File: config.mk
export PLATFORM = sky130hd
export DESIGN_NAME = adcsr_ctrl
export DESIGN_NICKNAME = d
export VERILOG_FILES = /design/src/rtl/adcsr_clkdiv.v /design/src/rtl/adcsr_ctrl.v
export VERILOG_INCLUDE_DIRS = /design/src /design/src/rtl
export SDC_FILE = /design/constraint.sdc
export NUM_CORES = 1
export LEC_CHECK = 0
export BUFFER_PORTS_ARGS = -buffer_cell sky130_fd_sc_hd__clkbuf_2
export CAP_MARGIN = 20
export CORE_MARGIN = 2
export CORE_UTILIZATION = 56
export CTS_BUF_LIST = sky130_fd_sc_hd__clkbuf_8
export DETAILED_ROUTE_END_ITERATION = 6
export PLACE_DENSITY = 0.79
export SETUP_SLACK_MARGIN = 0.5
export SKIP_CTS_REPAIR_TIMING = 1
export SYNTH_ARGS = -nofsm -noshare
export SYNTH_HDL_FRONTEND = slang
export SYNTH_SLANG_ARGS = --single-unit
File: constraint.sdc
create_clock -name clk_sys_i -period 3.4 [get_ports clk_sys_i]
set_input_delay 0.68 -clock clk_sys_i [delete_from_list [all_inputs] [get_ports clk_sys_i]]
set_output_delay 0.68 -clock clk_sys_i [all_outputs]
set_load 0.05 [all_outputs]
File: src/rtl/adcsr_defines.vh
// register offsets, field positions and reset values for the adc control block
// assumes inclusion by bare name from the design files
`ifndef ADCSR_DEFINES_VH
`define ADCSR_DEFINES_VH

// -----------------------------------------------------------------
// register-bus offsets
// -----------------------------------------------------------------
`define ADCSR_ADDR_CONFIG 8'hbc
`define ADCSR_ADDR_RES_LOW 8'hbd
`define ADCSR_ADDR_RES_HIGH 8'hbe
`define ADCSR_ADDR_CONTROL 8'he8
`define ADCSR_ADDR_CHANNEL 8'hbb

// -----------------------------------------------------------------
// indirect gain addresses
// -----------------------------------------------------------------
`define ADCSR_GAIN_HIGH 8'h04
`define ADCSR_GAIN_LOW 8'h07
`define ADCSR_GAIN_EXTRA 8'h08

// -----------------------------------------------------------------
// control and config bit positions
// -----------------------------------------------------------------
`define ADCSR_CN_ENABLE 7
`define ADCSR_CN_BURST 6
`define ADCSR_CN_DONE 5
`define ADCSR_CN_BUSY 4
`define ADCSR_CN_WIN 3
`define ADCSR_CN_LJUST 2
`define ADCSR_CF_GAIN_PROGRAM_ENABLE 0

// -----------------------------------------------------------------
// reset values
// -----------------------------------------------------------------
`define ADCSR_RST_CONFIG 8'hf8
`define ADCSR_RST_CONTROL 8'h00
`define ADCSR_RST_RESULT 8'h00
`define ADCSR_RST_GAIN_HIGH 8'h00
`define ADCSR_RST_GAIN_LOW 4'h0
`define ADCSR_RST_GAIN_EXTRA 1'b1
`define ADCSR_RST_CHANNEL 5'h00

// -----------------------------------------------------------------
// start sources
// -----------------------------------------------------------------
`define ADCSR_SRC_WRITE 2'h0
`define ADCSR_SRC_TIMER1 2'h1
`define ADCSR_SRC_PIN 2'h2
`define ADCSR_SRC_TIMER2 2'h3

`endif

File: src/rtl/adcsr_clkdiv.v
// sar clock divider: one pulse every (divide + 1) source ticks
// assumes source ticks are one-cycle pulses on clk_sys_i
`timescale 1ns/1ps
module adcsr_clkdiv (
	// clock and reset
	input wire clk_sys_i,
	input wire rstn_i,
	// control
	input wire run_i,
	input wire src_tick_i,
	input wire [4:0] divide_i,
	// output
	output reg sar_tick_o
);

reg [4:0] count;

always @(posedge clk_sys_i) begin
	if (!rstn_i || !run_i) begin
		count <= 5'h00;
		sar_tick_o <= 1'b0;
	end else begin
		sar_tick_o <= 1'b0;
		if (src_tick_i) begin
			if (count >= divide_i) begin
				count <= 5'h00;
				sar_tick_o <= 1'b1;
			end else begin
				count <= count + 5'h01;
			end
		end
	end
end

endmodule // adcsr_clkdiv

File: src/rtl/adcsr_ctrl.v
// adc control registers: config, control, result, channel, indirect gain
// assumes the analog core reports one 12-bit sample per done pulse
`timescale 1ns/1ps
`include "adcsr_defines.vh"

// What this block does
// - gain address 0x04 holds upper eight gain bits
// - gain address 0x07 bits 7-4 hold low gain nibble, resets zero
// - gain address 0x08 bit 0 adds one sixty-fourth, resets one
// - five-bit channel field selects converter positive input
// - channel register upper three bits read zero, writes ignored
// - sar clock is source clock divided by divide field plus one
// - source clock is system clock, or burst oscillator in burst mode
// - repeat field sums 1, 4, 8 or 16 conversions
// - non-burst needs start per conversion; burst one start runs all
// - right justified high byte holds upper accumulated bits
// - right justified low byte holds lowest eight result bits
// - left justified: high byte top eight, low byte nibble then zeros
// - enable bit zero shuts converter down, one makes it active
// - done flag sets when busy falls at the last conversion, not on an abort
// - busy reads one while converting; write one starts in mode 00
// - window flag set on match, cleared only by software
// - start source: busy write, timer one, pin rise, timer two
// - config bit 0 switches data pair to gain programming
// - config resets f8, control and data bytes reset zero
// - gain mode: high byte write addresses, low byte write loads
// - gain registers are write only
// - gain is word over 4096 plus extra sixty-fourth
module adcsr_ctrl (
	// clock and reset
	input wire clk_sys_i,
	input wire rstn_i,
	// special-function-register bus
	input wire [7:0] sfr_addr_i,
	input wire [7:0] sfr_wdata_i,
	input wire sfr_we_i,
	input wire sfr_re_i,
	output reg [7:0] sfr_rdata_o,
	// start sources and burst oscillator
	input wire timer1_ovf_i,
	input wire timer2_ovf_i,
	input wire external_convert_start_pin_i,
	input wire burst_osc_tick_i,
	// analog core
	input wire sample_done_i,
	input wire [11:0] sample_i,
	input wire window_match_i,
	output reg sample_start_o,
	output wire sar_tick_o,
	output reg converter_enable_o,
	output reg [4:0] input_channel_field_o,
	output reg [11:0] gain_word_o,
	output reg extra_sixtyfourth_gain_o,
	output reg [15:0] accum_o
);

// -----------------------------------------------------------------
// registers
// -----------------------------------------------------------------
reg [7:0] converter_config;
reg [7:0] converter_control;
reg [7:0] gain_addr;
reg [15:0] accum;
reg [4:0] done_count;
reg busy;
reg pin_s1;
reg pin_s2;
reg pin_s3;
reg [4:0] next_done_count;

wire [4:0] sar_clock_divide = converter_config[7:3];
wire [1:0] repeat_count_field = converter_config[2:1];
wire gain_program_enable = converter_config[`ADCSR_CF_GAIN_PROGRAM_ENABLE];
wire burst_mode_enable = converter_control[`ADCSR_CN_BURST];
wire left_justify_select = converter_control[`ADCSR_CN_LJUST];
wire [1:0] start_source_select = converter_control[1:0];

wire wr_control = sfr_we_i && sfr_addr_i == `ADCSR_ADDR_CONTROL;
wire wr_high = sfr_we_i && sfr_addr_i == `ADCSR_ADDR_RES_HIGH;
wire wr_low = sfr_we_i && sfr_addr_i == `ADCSR_ADDR_RES_LOW;

// -----------------------------------------------------------------
// helpers
// -----------------------------------------------------------------
function [4:0] repeat_total;
	input [1:0] code;
	begin
		case (code)
			2'h0: repeat_total = 5'h01;
			2'h1: repeat_total = 5'h04;
			2'h2: repeat_total = 5'h08;
			default: repeat_total = 5'h10;
		endcase
	end
endfunction

// -----------------------------------------------------------------
// start triggers
// -----------------------------------------------------------------
always @(posedge clk_sys_i) begin
	// the third stage only feeds the edge detector
	if (!rstn_i) begin
		pin_s1 <= 1'b0;
		pin_s2 <= 1'b0;
		pin_s3 <= 1'b0;
	end else begin
		pin_s1 <= external_convert_start_pin_i;
		pin_s2 <= pin_s1;
		pin_s3 <= pin_s2;
	end
end

// a control write may pick the mode and start in the same cycle
wire [1:0] mode_now = wr_control ? sfr_wdata_i[1:0] : start_source_select;
reg trigger;
always @* begin
	case (mode_now)
		`ADCSR_SRC_WRITE: trigger = wr_control &&
			sfr_wdata_i[`ADCSR_CN_BUSY];
		`ADCSR_SRC_TIMER1: trigger = timer1_ovf_i;
		`ADCSR_SRC_PIN: trigger = pin_s2 && !pin_s3;
		default: trigger = timer2_ovf_i;
	endcase
end

wire enabled = converter_control[`ADCSR_CN_ENABLE];
// enable written together with busy must not lose that start
wire start_ok = wr_control ? sfr_wdata_i[`ADCSR_CN_ENABLE] : enabled;
// burst keeps launching after one start until the count is reached
wire launch = start_ok && !sample_start_o &&
	((trigger && !busy) ||
	(burst_mode_enable && busy && sample_done_i &&
	next_done_count != repeat_total(repeat_count_field)));

// -----------------------------------------------------------------
// sar clock: source is system clock or burst oscillator
// -----------------------------------------------------------------
wire src_tick = burst_mode_enable ? burst_osc_tick_i : 1'b1;

// divider idles at zero while disabled, so the first tick is a full period
adcsr_clkdiv u_clkdiv (
	.clk_sys_i(clk_sys_i),
	.rstn_i(rstn_i),
	.run_i(enabled),
	.src_tick_i(src_tick),
	.divide_i(sar_clock_divide),
	.sar_tick_o(sar_tick_o)
);

// -----------------------------------------------------------------
// conversion sequencing and accumulation
// -----------------------------------------------------------------
always @* begin
	next_done_count = done_count + 5'h01;
end

wire last_sample = sample_done_i && busy &&
	next_done_count == repeat_total(repeat_count_field);
wire busy_fall = last_sample;

always @(posedge clk_sys_i) begin
	if (!rstn_i) begin
		busy <= 1'b0;
		done_count <= 5'h00;
		accum <= 16'h0000;
		sample_start_o <= 1'b0;
	end else begin
		sample_start_o <= launch;
		// an abort clears busy without raising the done flag
		if (!start_ok) begin
			busy <= 1'b0;
			done_count <= 5'h00;
		end else if (trigger && !busy) begin
			busy <= 1'b1;
			done_count <= 5'h00;
			accum <= 16'h0000;
		end else if (sample_done_i && busy) begin
			accum <= accum + {4'h0, sample_i};
			done_count <= next_done_count;
			// non-burst waits idle-busy for the next start
			if (last_sample) begin
				busy <= 1'b0;
			end
		end
		if (start_ok && busy && !burst_mode_enable && trigger &&
			!sample_start_o && !last_sample) begin
			sample_start_o <= 1'b1;
		end
	end
end

// -----------------------------------------------------------------
// control and config registers
// -----------------------------------------------------------------
always @(posedge clk_sys_i) begin
	if (!rstn_i) begin
		converter_config <= `ADCSR_RST_CONFIG;
		converter_control <= `ADCSR_RST_CONTROL;
		input_channel_field_o <= `ADCSR_RST_CHANNEL;
	end else begin
		if (sfr_we_i && sfr_addr_i == `ADCSR_ADDR_CONFIG) begin
			converter_config <= {sfr_wdata_i[7:1], sfr_wdata_i[0]};
		end
		if (sfr_we_i && sfr_addr_i == `ADCSR_ADDR_CHANNEL) begin
			input_channel_field_o <= sfr_wdata_i[4:0];
		end
		if (wr_control) begin
			converter_control[7:6] <= sfr_wdata_i[7:6];
			converter_control[2:0] <= sfr_wdata_i[2:0];
			converter_control[`ADCSR_CN_DONE] <= sfr_wdata_i[5];
			converter_control[`ADCSR_CN_WIN] <= sfr_wdata_i[3];
		end
		// set beats a same-cycle software clear
		if (busy_fall) begin
			converter_control[`ADCSR_CN_DONE] <= 1'b1;
		end
		if (window_match_i) begin
			converter_control[`ADCSR_CN_WIN] <= 1'b1;
		end
	end
end

// -----------------------------------------------------------------
// result bytes and indirect gain registers
// -----------------------------------------------------------------
always @(posedge clk_sys_i) begin
	if (!rstn_i) begin
		accum_o <= {`ADCSR_RST_RESULT, `ADCSR_RST_RESULT};
		gain_addr <= 8'h00;
		gain_word_o <= {`ADCSR_RST_GAIN_HIGH, `ADCSR_RST_GAIN_LOW};
		extra_sixtyfourth_gain_o <= `ADCSR_RST_GAIN_EXTRA;
		converter_enable_o <= 1'b0;
	end else begin
		// tracks the control bit, so it is high with any start it allows
		converter_enable_o <= start_ok;
		if (busy_fall) begin
			accum_o <= accum + {4'h0, sample_i};
		end else if (!gain_program_enable) begin
			if (wr_high) begin
				accum_o[15:8] <= sfr_wdata_i;
			end
			if (wr_low) begin
				accum_o[7:0] <= sfr_wdata_i;
			end
		end
		if (gain_program_enable && wr_high) begin
			gain_addr <= sfr_wdata_i;
		end
		// reserved gain bits are simply not stored
		if (gain_program_enable && wr_low) begin
			case (gain_addr)
				`ADCSR_GAIN_HIGH: gain_word_o[11:4] <= sfr_wdata_i;
				`ADCSR_GAIN_LOW: gain_word_o[3:0] <= sfr_wdata_i[7:4];
				`ADCSR_GAIN_EXTRA:
					extra_sixtyfourth_gain_o <= sfr_wdata_i[0];
				default: ;
			endcase
		end
	end
end

// -----------------------------------------------------------------
// read path; gain registers never appear here
// -----------------------------------------------------------------
reg [7:0] high_view;
reg [7:0] low_view;
always @* begin
	if (left_justify_select) begin
		high_view = accum_o[11:4];
		low_view = {accum_o[3:0], 4'h0};
	end else begin
		low_view = accum_o[7:0];
		// high byte keeps sum bits up to 11, 12, 13 or 15 for 1, 4, 8 or 16 samples; bits above read zero
		case (repeat_count_field)
			2'h0: high_view = {4'h0, accum_o[11:8]};
			2'h1: high_view = {3'h0, accum_o[12:8]};
			2'h2: high_view = {2'h0, accum_o[13:8]};
			default: high_view = accum_o[15:8];
		endcase
	end
end

always @(posedge clk_sys_i) begin
	if (!rstn_i) begin
		sfr_rdata_o <= 8'h00;
	end else if (sfr_re_i) begin
		case (sfr_addr_i)
			`ADCSR_ADDR_CONFIG: sfr_rdata_o <= converter_config;
			`ADCSR_ADDR_RES_LOW: sfr_rdata_o <= low_view;
			`ADCSR_ADDR_RES_HIGH: sfr_rdata_o <= high_view;
			`ADCSR_ADDR_CONTROL: sfr_rdata_o <= {converter_control[7:5],
				busy, converter_control[3:0]};
			`ADCSR_ADDR_CHANNEL: sfr_rdata_o <=
				{3'h0, input_channel_field_o};
			default: sfr_rdata_o <= 8'h00;
		endcase
	end
end

endmodule // adcsr_ctrl

==> summary.txt <==
Yosys warnings - 0
RSZ-0062 raised after global routing - false
RD Place Congestion - 0.979
Met2 Track Usage GR - 49.1%
Drt drc - 0
Final Skew - 0.0132 ns
Drt pass-1 iters - 7
Cells after DPL - 765
Final setup fails - 0
WL/cell - 18.3 µm
Vias in the first global route - 4,797
Starting Density - 57.2%
Fin nets - 723
Largest net degree at the start of global routing - 31
Mapped Area - 0.00523 mm²
Skew-Pair Late Insertion Delay - 0.38 ns
Clock root cell - clkbuf_8
GR Util All Layers - 28.9%
Sequential cell area - 0.00196 mm²
Req. time, crit path - 3.70 ns
Slowest stage delay, CP - 0.58 ns
Die width - 101 µm
CTS tree - done
Synth area leader - dfxtp_1
Met1 usage - 34.9%
Total CTS buffers - 9
# rows - 35
Post-Route Utilization - 64.0%
Post-synth EDFFs - 0
Final hold violation count - 0
Global route hottest layer - met2
Number of top-level pins - 83
Layout fillers - 797
Clock Path Buffers - 2
Fin crit period - 2.76 ns
CP Launch Type - input port
Worst-path clk slew - 0.10 ns
Max-capacitance violation count - 0
Setup TNS - 0 ns
Commonest cells post-synth - dfxtp_1 (98), nand2_1 (63), a21oi_1 (45), nor2_1 (43), mux2i_1 (37)
Non-filler cells, final - 781
Die footprint - 0.0101 mm²
Fraction of registers with async set/reset - 0%
Status - finished clean
H-tree Lvls - 3
Relative slew slack - 46.6%
Count of unique library cells instantiated by Yosys - 70
Placed instance area - 0.00568 mm²
GRT overflow - 0
Clock sinks - 98
Final HPWL from detailed placement - 10,700 µm
Slew Limit Fails - 0
Worst EP arrival - 3.05 ns
Multi-input logic area - 0.00304 mm²
Tightest Hold Check Type - flip-flop to flip-flop
Synth top area share - 37.5%
I/O Buffers - 82
Met3 Use GR - 5.69%
Avg Cell Area, Syn - 8.71 µm²
Tcrit/Tclk final - 81.0%
Worst VDD drop - 0.190 mV
P&R area growth vs syn - 11.9%
Cell with the most instances after synthesis - dfxtp_1
Most common cell on crit path - mux2i_1
First-pass GRT wire length - 23,300 µm
Primary FF master, synth - dfxtp_1
Vias per cell - 6.34
CP max FO - 12
Inserted Diodes - 0
Post-route cell area - 0.00585 mm²
PD cells - 344 mW/mm²
Worst-Margin Slew - 0.790 ns
Synthesized instance count - 601
Critical Path End Type - flip-flop
Core area - 0.00915 mm²
Starting DRC count in detailed routing - 261
Post-synthesis sequential area ratio - 37.5%
Share of cells above drive strength 1 - 18.5%
Synth area leaders - dfxtp_1 (37%), mux2i_1 (7.1%), ha_1 (4.5%)
Post-synthesis net count - 659
Max Fclk - 363 MHz
Yosys reg bits - 98
Hold Slack - 0.445 ns
Initial antenna violation count - 0
Lkg Pwr - 2.46 nW
Crit path kind - input port to flip-flop
Routed WL - 14,300 µm
Final ANT Viol Nets - 0
Crit path cell chain - clkbuf_2 -> or4b_4 -> nor3_4 -> mux2i_1 -> and2_1 -> nand2_1 -> mux2i_1
Vias - 4,954
Die Y - 101 µm
CP max-delay cell - or4b_4
power breakdown:
group          switching [mW]  internal (mW)
registers             0.00474           1.15
logic                   0.103         0.0450
clock network           0.436          0.271
state kept, by name, indices dropped and copies added, names as in the netlist:
register,cells
accum,16
accum_o,16
busy,1
converter_config,8
converter_control,7
converter_enable_o,1
done_count,5
extra_sixtyfourth_gain_o,1
gain_addr,8
gain_word_o,12
input_channel_field_o,5
pin_s1,1
pin_s2,1
pin_s3,1
sample_start_o,1
sfr_rdata_o,8
u_clkdiv.count,5
u_clkdiv.sar_tick_o,1
area by class of cell:
type,instances,share of cell area [%]
Timing Repair Buffer,90,8.04
Sequential cell,98,33.5
Tap cell,111,2.37
Inverter,17,1.09
Clock buffer,9,2.12
Clock inverter,7,0.876
Multi-Input combinational cell,449,52.0
worst max-delay path: cells and delay by family:
family,cells,cell delay (ns)
buffers and inverters,1,0.14
multiplexers,2,0.69
AND/OR/NAND/NOR,4,1.53
cell usage in the layout (no fill, tap or decap), types with 5 or more instances in the layout:
master     n
nand2_1   63
xnor2_1   13
and2_1     5
clkbuf_8   9
o31ai_1    6
a21oi_1   45
a22oi_1    8
inv_1     16
nor3_1    10
a211oi_1  17
clkbuf_2  82
ha_1      19
a22o_1    11
o21ai_0   18
dfxtp_1   98
xor2_1    11
nand2b_1   5
mux2i_1   37
a21o_1     7
nand3_1   30
a31oi_1    9
nor2_1    43
buf_4      8
o21a_1     5
nand4_1    8
stage by stage:
step | setup WS, ns | total power, mW
after floorplan | 0.519 | 1.27
after global placement | 0.394 | 1.33
after detailed placement | 0.286 | 1.33
after CTS | 0.657 | 2.02
after global routing | 0.506 | 2.08
final | 0.645 | 2.01
worst paths after layout:
| check | slack (ns) | cells after the start | end | from |
|---|---|---|---|---|
| hold / removal | 0.45 | 1 | sample_start_o | sample_start_o |
| setup / recovery | 0.64 | 7 | accum[13] | sfr_addr_i[1] |
| hold reg to reg | 0.45 | 1 | sample_start_o | sample_start_o |
| setup reg to reg | 0.82 | 5 | gain_word_o[10] | converter_config[0] |
layer usage:
layer	vias to the layer above	wire (µm)
met3	56	951
met2	207	6880
met1	2356	5860
li1	2335	-
met4	0	616
met5	-	0
cell families (layout without fill, tap and decap cells):
group	after synthesis	after routing	share of synthesized area, %
flops	98	98	37.5
fa+ha+maj	20	20	4.93
xor+xnor	24	24	4.02
mux	42	42	8.37
compound gates	162	162	21.7
buf+inv	54	123	4.33
simple gates	201	201	19.2
Note: power is estimated with default switching activity, not from simulation.
